## src/core/asbp_pkg.sv

```systemverilog
// Constants and types shared by the asynchronous byte memory host controller.
// Assumes a 10 MHz system clock; all pin timings are converted to whole cycles here.
package asbp_pkg;
   // ----------------------------------------------------------------------
   // Geometry
   // ----------------------------------------------------------------------
   localparam int ADDR_W = 15;
   localparam int DATA_W = 8;

   // ----------------------------------------------------------------------
   // Timing, in nanoseconds, and derived cycle counts
   // ----------------------------------------------------------------------
   localparam int CLK_PERIOD_NS                = 100;
   localparam int ADDR_ACCESS_DELAY_NS         = 70;
   localparam int OUTPUT_DRIVE_ACCESS_NS       = 35;
   localparam int ADDR_SETUP_TO_WRITE_END_NS   = 60;
   localparam int WRITE_DATA_SETUP_NS          = 30;
   localparam int WRITE_STROBE_TO_FLOAT_NS     = 25;
   localparam int DESELECT_TO_POWERDOWN_NS     = 70;
   localparam int DESELECT_TO_RETENTION_NS     = 0;

   function automatic int ns_to_cyc(input int ns);
      int c;
      c = (ns + CLK_PERIOD_NS - 1) / CLK_PERIOD_NS;
      return (c < 1) ? 1 : c;
   endfunction

   // Read data is taken only after the slower access path has settled and two synchroniser stages have passed.
   // Taking it one cycle earlier would capture the pins from the cycle before select fell.
   localparam int SYNC_STAGES = 2;
   localparam int READ_ACC_NS = (ADDR_ACCESS_DELAY_NS > OUTPUT_DRIVE_ACCESS_NS) ?
                                ADDR_ACCESS_DELAY_NS : OUTPUT_DRIVE_ACCESS_NS;
   localparam int READ_CYC   = ns_to_cyc(READ_ACC_NS) + SYNC_STAGES;
   // Write pulse must cover address setup, data setup, and float-then-setup when output drive is low.
   localparam int WRITE_CYC_A = ns_to_cyc(ADDR_SETUP_TO_WRITE_END_NS);
   localparam int WRITE_CYC_B = ns_to_cyc(WRITE_STROBE_TO_FLOAT_NS + WRITE_DATA_SETUP_NS);
   localparam int WRITE_CYC   = (WRITE_CYC_A > WRITE_CYC_B) ? WRITE_CYC_A : WRITE_CYC_B;
   localparam int PD_CYC      = ns_to_cyc(DESELECT_TO_POWERDOWN_NS);
   localparam int RET_CYC     = ns_to_cyc(DESELECT_TO_RETENTION_NS);

   localparam int CNT_W = 3;
   localparam logic [CNT_W-1:0] CNT_ZERO  = 3'h0;
   localparam logic [CNT_W-1:0] CNT_ONE   = 3'h1;
   localparam logic [CNT_W-1:0] READ_LEN  = CNT_W'(READ_CYC);
   localparam logic [CNT_W-1:0] WRITE_LEN = CNT_W'(WRITE_CYC);
   localparam logic [CNT_W-1:0] RET_LEN   = CNT_W'(RET_CYC);

   typedef enum logic [2:0] {
      ASBP_IDLE,
      ASBP_READ,
      ASBP_WSETUP,
      ASBP_WRITE,
      ASBP_RECOVER,
      ASBP_RETAIN_WAIT,
      ASBP_RETAIN
   } asbp_state_e;
endpackage
```

## src/core/asbp_host.sv

```systemverilog
// Host-side controller for an asynchronous 32K x 8 static memory.
// Assumes the memory sits on the board pins and the user logic shares sys_clk.
`timescale 1ns/1ps

module asbp_host (
   input  wire logic                         sys_clk,      // System clock, 10 MHz.
   input  wire logic                         reset,        // Asynchronous reset, active high.
   input  wire logic                         req_valid,    // Request present.
   output logic                              req_ready,    // Request accepted this cycle.
   input  wire logic                         req_write,    // One for write, zero for read.
   input  wire logic [asbp_pkg::ADDR_W-1:0]  req_addr,     // Word address.
   input  wire logic [asbp_pkg::DATA_W-1:0]  req_wdata,    // Write data.
   output logic                              rd_valid,     // Read data pulse.
   output logic      [asbp_pkg::DATA_W-1:0]  rd_data,      // Read data, registered.
   input  wire logic                         retain_req,   // Ask to enter retention.
   output logic                              retain_ok,    // Memory deselected, retention allowed.
   output logic      [asbp_pkg::ADDR_W-1:0]  addr_pins,    // Address to memory.
   output logic                              sel_n,        // Chip select, active low.
   output logic                              wstrobe_n,    // Write strobe, active low.
   output logic                              odrive_n,     // Output drive control, active low.
   input  wire logic [asbp_pkg::DATA_W-1:0]  data_pins_i,  // Data pins, input side.
   output logic      [asbp_pkg::DATA_W-1:0]  data_pins_o,  // Data pins, output side.
   output logic                              data_pins_oe  // High while the controller drives data.
);
   import asbp_pkg::*;

   // ----------------------------------------------------------------------
   // Input synchroniser
   // ----------------------------------------------------------------------
   // The memory answers without a clock, so its data passes two flops first.
   logic [DATA_W-1:0] din_meta;
   logic [DATA_W-1:0] din_sync;

   always_ff @(posedge sys_clk or posedge reset) begin
      if (reset) begin
         din_meta <= '0;
         din_sync <= '0;
      end else begin
         din_meta <= data_pins_i;
         din_sync <= din_meta;
      end
   end

   // ----------------------------------------------------------------------
   // Sequencer
   // ----------------------------------------------------------------------
   asbp_state_e       state,     next_state;
   logic [CNT_W-1:0]  cnt,       next_cnt;
   logic [ADDR_W-1:0] next_addr_pins;
   logic [DATA_W-1:0] next_data_pins_o;
   logic [DATA_W-1:0] next_rd_data;
   logic              next_sel_n;
   logic              next_wstrobe_n;
   logic              next_odrive_n;
   logic              next_oe;
   logic              next_rd_valid;

   assign req_ready = (state == ASBP_IDLE) && !retain_req;
   assign retain_ok = (state == ASBP_RETAIN);

   always_comb begin
      next_state       = state;
      next_cnt         = cnt;
      next_addr_pins   = addr_pins;
      next_data_pins_o = data_pins_o;
      next_rd_data     = rd_data;
      next_sel_n       = sel_n;
      next_wstrobe_n   = wstrobe_n;
      next_odrive_n    = odrive_n;
      next_oe          = data_pins_oe;
      next_rd_valid    = 1'b0;
      case (state)
         ASBP_IDLE: begin
            next_sel_n     = 1'b1;
            next_wstrobe_n = 1'b1;
            next_odrive_n  = 1'b1;
            next_oe        = 1'b0;
            if (retain_req) begin
               next_cnt   = RET_LEN;
               next_state = ASBP_RETAIN_WAIT;
            end else if (req_valid) begin
               // Address goes out a cycle before select falls in both directions.
               next_addr_pins = req_addr;
               if (req_write) begin
                  next_data_pins_o = req_wdata;
                  next_state       = ASBP_WSETUP;
               end else begin
                  next_cnt   = READ_LEN;
                  next_state = ASBP_READ;
               end
            end
         end
         ASBP_READ: begin
            // Strobe stays high; the memory owns the data pins now.
            next_sel_n     = 1'b0;
            next_odrive_n  = 1'b0;
            next_wstrobe_n = 1'b1;
            next_oe        = 1'b0;
            if (cnt == CNT_ZERO) begin
               // Count covers the access time plus two synchroniser stages.
               next_rd_data  = din_sync;
               next_rd_valid = 1'b1;
               next_sel_n    = 1'b1;
               next_odrive_n = 1'b1;
               next_state    = ASBP_RECOVER;
            end else begin
               next_cnt = cnt - CNT_ONE;
            end
         end
         ASBP_WSETUP: begin
            // Output drive is left high so the pins are already floating when we drive.
            next_sel_n     = 1'b0;
            next_odrive_n  = 1'b1;
            next_wstrobe_n = 1'b0;
            next_oe        = 1'b1;
            next_cnt       = WRITE_LEN;
            next_state     = ASBP_WRITE;
         end
         ASBP_WRITE: begin
            if (cnt == CNT_ONE) begin
               // Strobe rises first and ends the write; select and data follow next cycle.
               next_wstrobe_n = 1'b1;
               next_state     = ASBP_RECOVER;
            end else begin
               next_cnt = cnt - CNT_ONE;
            end
         end
         ASBP_RECOVER: begin
            // Data and address held one more cycle past the terminating edge.
            next_sel_n    = 1'b1;
            next_odrive_n = 1'b1;
            next_oe       = 1'b0;
            next_state    = ASBP_IDLE;
         end
         ASBP_RETAIN_WAIT: begin
            next_sel_n = 1'b1;
            if (cnt <= CNT_ONE) begin
               next_state = ASBP_RETAIN;
            end else begin
               next_cnt = cnt - CNT_ONE;
            end
         end
         ASBP_RETAIN: begin
            next_sel_n = 1'b1;
            if (!retain_req) begin
               next_state = ASBP_IDLE;
            end
         end
         default: begin
            next_state = ASBP_IDLE;
         end
      endcase
   end

   always_ff @(posedge sys_clk or posedge reset) begin
      if (reset) begin
         state        <= ASBP_IDLE;
         cnt          <= CNT_ZERO;
         addr_pins    <= '0;
         data_pins_o  <= '0;
         rd_data      <= '0;
         sel_n        <= 1'b1;
         wstrobe_n    <= 1'b1;
         odrive_n     <= 1'b1;
         data_pins_oe <= 1'b0;
         rd_valid     <= 1'b0;
      end else begin
         state        <= next_state;
         cnt          <= next_cnt;
         addr_pins    <= next_addr_pins;
         data_pins_o  <= next_data_pins_o;
         rd_data      <= next_rd_data;
         sel_n        <= next_sel_n;
         wstrobe_n    <= next_wstrobe_n;
         odrive_n     <= next_odrive_n;
         data_pins_oe <= next_oe;
         rd_valid     <= next_rd_valid;
      end
   end
endmodule

```

## config.mk

```make
export PLATFORM = sky130hd
export DESIGN_NAME = asbp_host
export DESIGN_NICKNAME = d
export VERILOG_FILES = /design/src/core/asbp_pkg.sv /design/src/core/asbp_host.sv
export SDC_FILE = /design/constraint.sdc
export NUM_CORES = 1
export LEC_CHECK = 0
export BUFFER_PORTS_ARGS = -buffer_cell sky130_fd_sc_hd__buf_2
export CELL_PAD_IN_SITES_DETAIL_PLACEMENT = 0
export CELL_PAD_IN_SITES_GLOBAL_PLACEMENT = 2
export CORE_ASPECT_RATIO = 1.5
export CORE_MARGIN = 4
export CORE_UTILIZATION = 30
export DETAILED_ROUTE_END_ITERATION = 12
export HOLD_SLACK_MARGIN = 0.15
export PLACE_DENSITY = 0.77
export SETUP_SLACK_MARGIN = 0.2
export SLEW_MARGIN = 20
export SYNTH_ARGS = -nofsm -noshare
export SYNTH_HDL_FRONTEND = slang
export SYNTH_SLANG_ARGS = --single-unit
```

## constraint.sdc

```tcl
create_clock -name sys_clk -period 1.8 [get_ports sys_clk]
set_input_delay 0.09 -clock sys_clk [delete_from_list [all_inputs] [get_ports sys_clk]]
set_output_delay 0.09 -clock sys_clk [all_outputs]
set_load 0.02 [all_outputs]
```

==> results of run 1 <==
==> power breakdown <==
part	internal [mW]	leakage [nW]	switching (mW)
registers	1.81	0.692	0.290
clock network	1.22	0.152	0.613
logic	1.52	0.980	1.45
total	4.54	1.82	2.36
==> area by class of cell <==
cell class | instances | area share [%]
clock inverter | 7 | 2.70
timing repair buffer | 129 | 23.6
multi-input combinational | 89 | 24.7
inverter | 6 | 0.600
tap | 102 | 3.40
sequential | 58 | 38.9
clock buffer | 9 | 6.00
==> cell families (layout without fill, tap and decap cells) <==
logic type | count (synthesis) | in the layout | share of synthesized area [%]
mux | 35 | 35 | 18.5
flops | 58 | 58 | 62.7
compound gates | 22 | 22 | 5.83
fa+ha+maj | 3 | 3 | 1.62
simple gates | 29 | 29 | 7.87
buf+inv | 14 | 151 | 3.45
==> worst max-delay path, cell delays in order, from the launching register on <==
cell and delay [ps]:
dfrtp_1 380, inv_2 100, ha_4 140, o21ba_4 150, or4b_4 490, nand4_4 130, mux2_4 300
==> synth_stat cells, drive strengths merged <==
cell type / n
a21oi: 4
a22oi: 2
a311oi: 1
a31oi: 1
and4bb: 1
buf: 5
clkbuf: 3
dfrtp: 55
dfstp: 3
ha: 3
inv: 6
mux2: 33
mux2i: 2
nand2: 7
nand2b: 2
nand3: 2
nand4: 1
nor2: 7
nor2b: 4
nor3: 1
nor3b: 1
nor4: 1
o21a: 1
o21ai: 8
o21ba: 1
o22ai: 3
o2bb2ai: 1
or2: 1
or4b: 1
==> layer usage <==
layer	GRT usage (%)	share of wire, %	vias to the layer above
li1	-	-	824
met1	12.0	38	831
met2	21.8	56	40
met3	2.88	4.1	12
met4	6.76	2.4	0
met5	0	0	-
==> sequential cells by signal, summed over array words and instances, names as in the netlist <==
name	cells
state	3
data_pins_oe	1
addr_pins	15
rd_data	8
odrive_n	1
din_sync	8
wstrobe_n	1
rd_valid	1
sel_n	1
din_meta	8
cnt	3
data_pins_o	8
==> path summary, 6_finish.rpt <==
kind	endpoint	startpoint	depth (start not counted)	slack (ps)
setup / recovery	cnt[1]	cnt[1]	6	-10
hold / removal	state[2]	retain_req	3	220
setup reg to reg	cnt[1]	cnt[1]	6	-10
hold reg to reg	din_sync[1]	din_meta[1]	0	350
max in group asynchronous	addr_pins[8]	reset	4	760
min in group asynchronous	din_sync[6]	reset	3	370
==> what timing repair did <==
item,CTS,global route
gates cloned,0,1
endpoints found under the hold margin,59,0
gates resized for setup,8,21
pin swaps,5,4
endpoints found under the setup margin,15,32
hold buffers,33,0
setup buffers,3,6
==> per-stage QoR <==
step | total power, mW | setup WS (ps) | hold WS [ps] | cell area, um^2 | instances
2_1_floorplan | 3.85 | -8.37 | 121 | 2360 | 161
3_3_place_gp | 4.64 | -13.0 | 177 | 2910 | 341
3_5_place_dp | 4.67 | -55.5 | 179 | 2910 | 341
4_1_cts | 6.76 | -15.1 | 210 | 3630 | 393
5_1_grt | 7.29 | -72.8 | 225 | 3750 | 400
6_report | 6.90 | -12.1 | 218 | 3750 | 400
==> flow_results.org, run 1 <==
** Run status
- The flow ran to the end, but the final reports show violations.
- The final reports fail on negative setup slack.

** Clocking
- Number of sinks handled by clock tree synthesis :: 58
- Clock-pin slew was measured on the worst setup and hold paths at 50 ps.
- In this run the clock root is driven by a clkbuf_16.
- Largest buffer count on any clock path :: 2
- H-tree levels :: 3
- The number of clock buffers added by TritonCTS is 9.
- Clock Latency Late Sink :: 320 ps
- TritonCTS built the clock tree.

** Setup path
- Startpoint type of the worst setup path :: flip-flop
- Capturing element type of the critical path :: flip-flop
- Critical path arrival :: 2020 ps
- Worst EP required :: 2010 ps
- Setup CP Type :: flip-flop to flip-flop
- Peak fanout along the critical path :: 4

** Pwr
- The worst-case IR drop observed on VDD is 0.701 mV.
- P_leak :: 1.82 nW
- Dividing total power by cell area gives a power density of 1840 nW/um^2.

** Synth
- Register bit total from synthesis :: 58
- Share of the synthesized area in the top cell type :: 59.3%
- Yosys cell types :: 34
- Yosys printed 0 warnings.
- Ranked by total cell area, the synthesized netlist is headed by dfrtp_1, mux2_2, mux2_4, dfstp_2, o21ai_0.
- Syn_area_per_cell :: 14.4 um^2
- The synthesized design spends more area on one cell type than any other, namely dfrtp_1.
- Cell area after technology mapping :: 2320 um^2
- The number of nets in the synthesized netlist is 200.
- Share of the yosys chip area belonging to registers :: 62.7%
- Post-synthesis cell count :: 161

** Placed design
- Number of I/O port buffers :: 73
- Routability-driven placement finished with a final weighted congestion of 0.767.
- Detailed-placement wirelength estimate :: 3540 um

** STA
- The number of pins with negative max-slew slack in the final report came to 0.
- RSZ-0062 raised after global routing :: yes
- After routing, the total negative slack on setup checks comes to -18.3 ps.
- Normalized max-slew margin :: 61.8%
- Setup violations remaining at the end of the flow were counted as 2.
- Final worst-path setup slack :: -12.1 ps
- In the finished design, the share of the clock period the worst path needs comes to 101%.
- The number of failing hold endpoints at the final stage came to 0.
- Final period demand of the worst path :: 1810 ps
- Clk_skew :: 4.41 ps
- Based on the critical path, the design can be clocked at up to 0.552 GHz.
- Transition time at the pin with the least slew margin :: 572 ps

** Drt
- After detailed routing, the average wire length per cell comes to 13.3 um.
- Vias post-DR :: 1707
- First-iteration detailed-routing DRC count :: 60
- Once detail routing completed, the nets flagged for antenna violations numbered 0.
- DRC violations left :: 0
- Vias per cell :: 4.27
- Length of the first detailed-routing pass in iterations :: 3
- Summed over all layers, the routed wires come to 5310 um.

** Flow run
- Max-Cap Viols :: 0

** Layout
- Cells with a size suffix above 1 make up 56.0% of the layout.
- Combined area of the multi-input logic cells :: 928 um^2
- Most frequent cells in the layout :: buf_2, dfrtp_1, dlygate4sd3_1, mux2_4, buf_4
- After filler insertion, the fill cell instance count of the layout stands at 663.
- Once layout is complete, the utilization of the core stands at 49.6%.
- Most frequent standard cell in the layout excluding fill and tap cells :: buf_2
- Antenna cells :: 0
- Area growth syn-to-layout :: 61.7%
- Summing all flip-flop and latch instances after layout gives 1460 um^2.
- After the last flow step, the layout net total stands at 332.

** Global route
- Number of global-route vias before repair :: 1740
- Entering global routing, the biggest net connects 30 pins.
- Global routing consumed, over all layers together, 11.8% of the routing resources.
- The first global-routing pass estimated 8190 um of wire.
- Sum of overflow across all layers after global routing :: 0
- The initial antenna violation count is 0.

** Floorplanning
- The initialized floorplan defines 39 standard-cell rows.
- For this design the top-level I/O count stands at 74.
- The die is 79.8 um wide.
- Area of the die :: 9230 um^2
- Initial core utilization :: 30.7%
- The region available for standard cell placement spans 7560 um^2.
- Measured along the y axis, the die boundary spans 116 um.

** Min path
- Worst min-delay path category :: primary input to flip-flop
Note: power is estimated with default switching activity, not from simulation.
==> run 2, diff against run 1 <==
- PLACE_DENSITY: 0.77 -> unset
- PLACE_DENSITY_LB_ADDON: unset -> 0.2
==> run 2 against run 1 <==
Compared with the run above: the run still ends with negative setup slack left; via count rose by 2.5%; sequential power barely moved; critical path depth did not move; first-iteration DRC count rose by 33%; count of clock-buffer cells in the layout rose by 3; power rose by 3.2%; utilization rose by 1.4 points.
==> flow_results.org, run 2 (same netlist as run 1, synthesis figures left out) <==
** Pwr
- P_leak :: 1.86 nW
- Sequential power share :: 29.3%
- Combinational logic is responsible for 44.2% of the overall power.
- Net switching power :: 2.37 mW
- Maximum VDD drop :: 0.747 mV
- Of the total power, the share spent switching nets is 33.3%.
- Dividing total power by cell area gives a power density of 1850 nW/um^2.
- Clock power frac :: 26.5%
- Total power :: 7.12 mW
- Internal power comes to 4.75 mW.

** STA
- Hold timing on the final database bottoms out at a slack of 241 ps.
- The number of failing hold endpoints at the final stage is 0.
- Clk_skew :: 6.21 ps
- Final-report max-slew violation count :: 0
- Fmax :: 0.553 GHz
- Setup repair after global routing could not meet its margin everywhere.
- Setup-violating endpoint count in the final report :: 2
- Summed over all failing endpoints, the final setup total negative slack is -12.9 ps.
- Transition time at the pin with the least slew margin :: 304 ps
- After layout, the worst setup slack is -7.59 ps.
- After layout, the minimum clock period comes to 1810 ps.
- Share of the cycle needed by the critical path after routing :: 100%
- Normalized max-slew margin :: 79.8%

** Layout
- The layout has 673 filler cells.
- Measured on the finished design, the core utilization comes to 51.0%.
- The repair_antennas step left the layout with diodes totalling 0.
- Of the cells placed in the final design, the portion with a size suffix greater than 1 is 56.4%.
- Final design area excluding fillers :: 3850 um^2
- Final #Nets :: 337
- The library cells used most frequently in the layout, excluding fill and tap cells, are buf_2, dfrtp_1, dlygate4sd3_1, mux2_4, buf_4.
- Leaving out fill and tap cells, the most frequent cell in the layout is buf_2.
- Flip-flop count of the largest register after layout :: 15
- Reg with most FFs :: addr_pins
- From synthesis to final layout, the design area changed by 66.2%.

** Setup path
- The startpoint identified for the worst register-to-register timing path is cnt[1].
- Critical path arrival :: 2010 ps
- Setup CP Type :: flip-flop to flip-flop
- Capturing element type of the critical path :: flip-flop
- Of all nets on the critical path, the largest fanout is 3.
- STA classifies the critical path startpoint as a flip-flop.
- Worst EP required :: 2000 ps
- The critical path starts at cnt[1].

** Floorplanning
- I/O pin count :: 74
- Overall die height :: 116 um
- Initial core utilization :: 30.7%
- The floorplan step defined a die boundary enclosing 9230 um^2.
- In this run the standard cell core region covers 7560 um^2.
- From left edge to right edge, the die measures 79.8 um.
- The initialized floorplan defines 39 standard-cell rows.

** Drt
- The detailed router put a total of 2270 um of wire on met1.
- Once detail routing completed, the nets flagged for antenna violations numbered 0.
- Total length of routed wires :: 5630 um
- In the final routed layout, each cell accounts on average for 13.9 um.
- In the detailed route, the total length drawn on met2 is 3050 um.
- The detailed router finished its first iteration with 80 violations.
- Vias post-DR :: 1749
- Detailed routing placed a total of 201 um of wire on met3.
- DRC violations left :: 0
- Vias per cell :: 4.32
- Length of the first detailed-routing pass in iterations :: 4
- Highest signal layer in the routed design :: met4

** Global route
- Global-route wire length before repair :: 9190 um
- Antenna violations before repair :: 0
- Entering global routing, the biggest net connects 59 pins.
- Global routing used 13.1% of the available tracks across all layers.
- Sum of overflow across all layers after global routing :: 0
- Number of global-route vias before repair :: 1868

** Clocking
- Counting along the longest clock path gives a buffer depth of 2.
- Number of sinks handled by clock tree synthesis :: 58
- Clock-pin slew was measured on the worst setup and hold paths at 50 ps.
- The H-tree generated during clock tree synthesis spans 3 levels.
- Root buf cell :: clkbuf_16
- The number of clock buffers added by TritonCTS is 9.
- The clock reaches the later pin of the worst-skew pair after 320 ps.
- TritonCTS clock tree :: yes

** Placed design
- Routability-driven placement finished with a final weighted congestion of 0.712.
- Port buffering added 73 buffers.
- Once detailed placement completed, the half-perimeter wirelength came to 3480 um.
- Once placement finished, the instance area stood at 2940 um^2.

** Min path
- The startpoint identified for the worst hold timing path is retain_req.
- Worst min-delay path category :: primary input to flip-flop

** Flow run
- Max-Cap Viols :: 0

** Run status
- Run status :: finished, violations left
- The checks that failed: negative setup slack.
## run 2: area by class of cell
type                    instances  area (um^2)  area share (%)
clock buffers                  12          267            6.91
multi-input cells              89          930            24.1
repair buffers                134          978            25.4
well taps                     102          128            3.31
flip-flops and latches         58         1460            37.8
clock inverters                 4         72.6            1.88
inverters                       6         22.5           0.584
## run 2: final timing paths
check | to | slack, ps | cells past startpoint
worst min register to register | din_sync[3] | 340 | 0
worst min-delay path | state[2] | 240 | 4
max in group asynchronous | odrive_n | 1140 | 4
min in group asynchronous | addr_pins[13] | 370 | 4
worst max-delay path | cnt[1] | -8 | 6
worst max register to register | cnt[1] | -8 | 6
## run 2: stage by stage
step / worst slack (ps) / std cells
global route: -53.5 / 405
global placement: -10.1 / 343
CTS: -3.92 / 396
finish: -7.59 / 405
detailed placement: -22.8 / 343
floorplan: -8.37 / 161
## run 2: what timing repair did
action / in CTS / in global routing
endpoints found under the hold margin: 90 / 0
buffers inserted: 4 / 7
cloned: 0 / 2
hold buffers: 33 / 0
pin swaps: 3 / 5
endpoints found under the setup margin: 39 / 31
gates resized for setup: 8 / 20
## run 2: layer usage
| layer | track usage, % | vias to the layer above |
|---|---|---|
| li1 | - | 833 |
| met1 | 15.3 | 870 |
| met2 | 22.1 | 37 |
| met3 | 3.19 | 9 |
| met4 | 6.76 | 0 |
| met5 | 0 | - |
## run 2: critical path, cell delays in order (launching register included)
cell	delay, ps
dfrtp_1	380
inv_2	100
ha_4	140
o21ba_4	150
or4b_4	500
nand4_4	120
mux2_4	300
## run 2: power by group through the flow
stage | sequential, mW | clock, mW | combinational (mW)
final | 2.08 | 1.89 | 3.15
after global routing | 2.16 | 1.99 | 3.41
after CTS | 2.09 | 1.93 | 2.82
after detailed placement | 2.09 | 0 | 2.64
after global placement | 2.10 | 0 | 2.63
after floorplan | 2.53 | 0 | 1.32
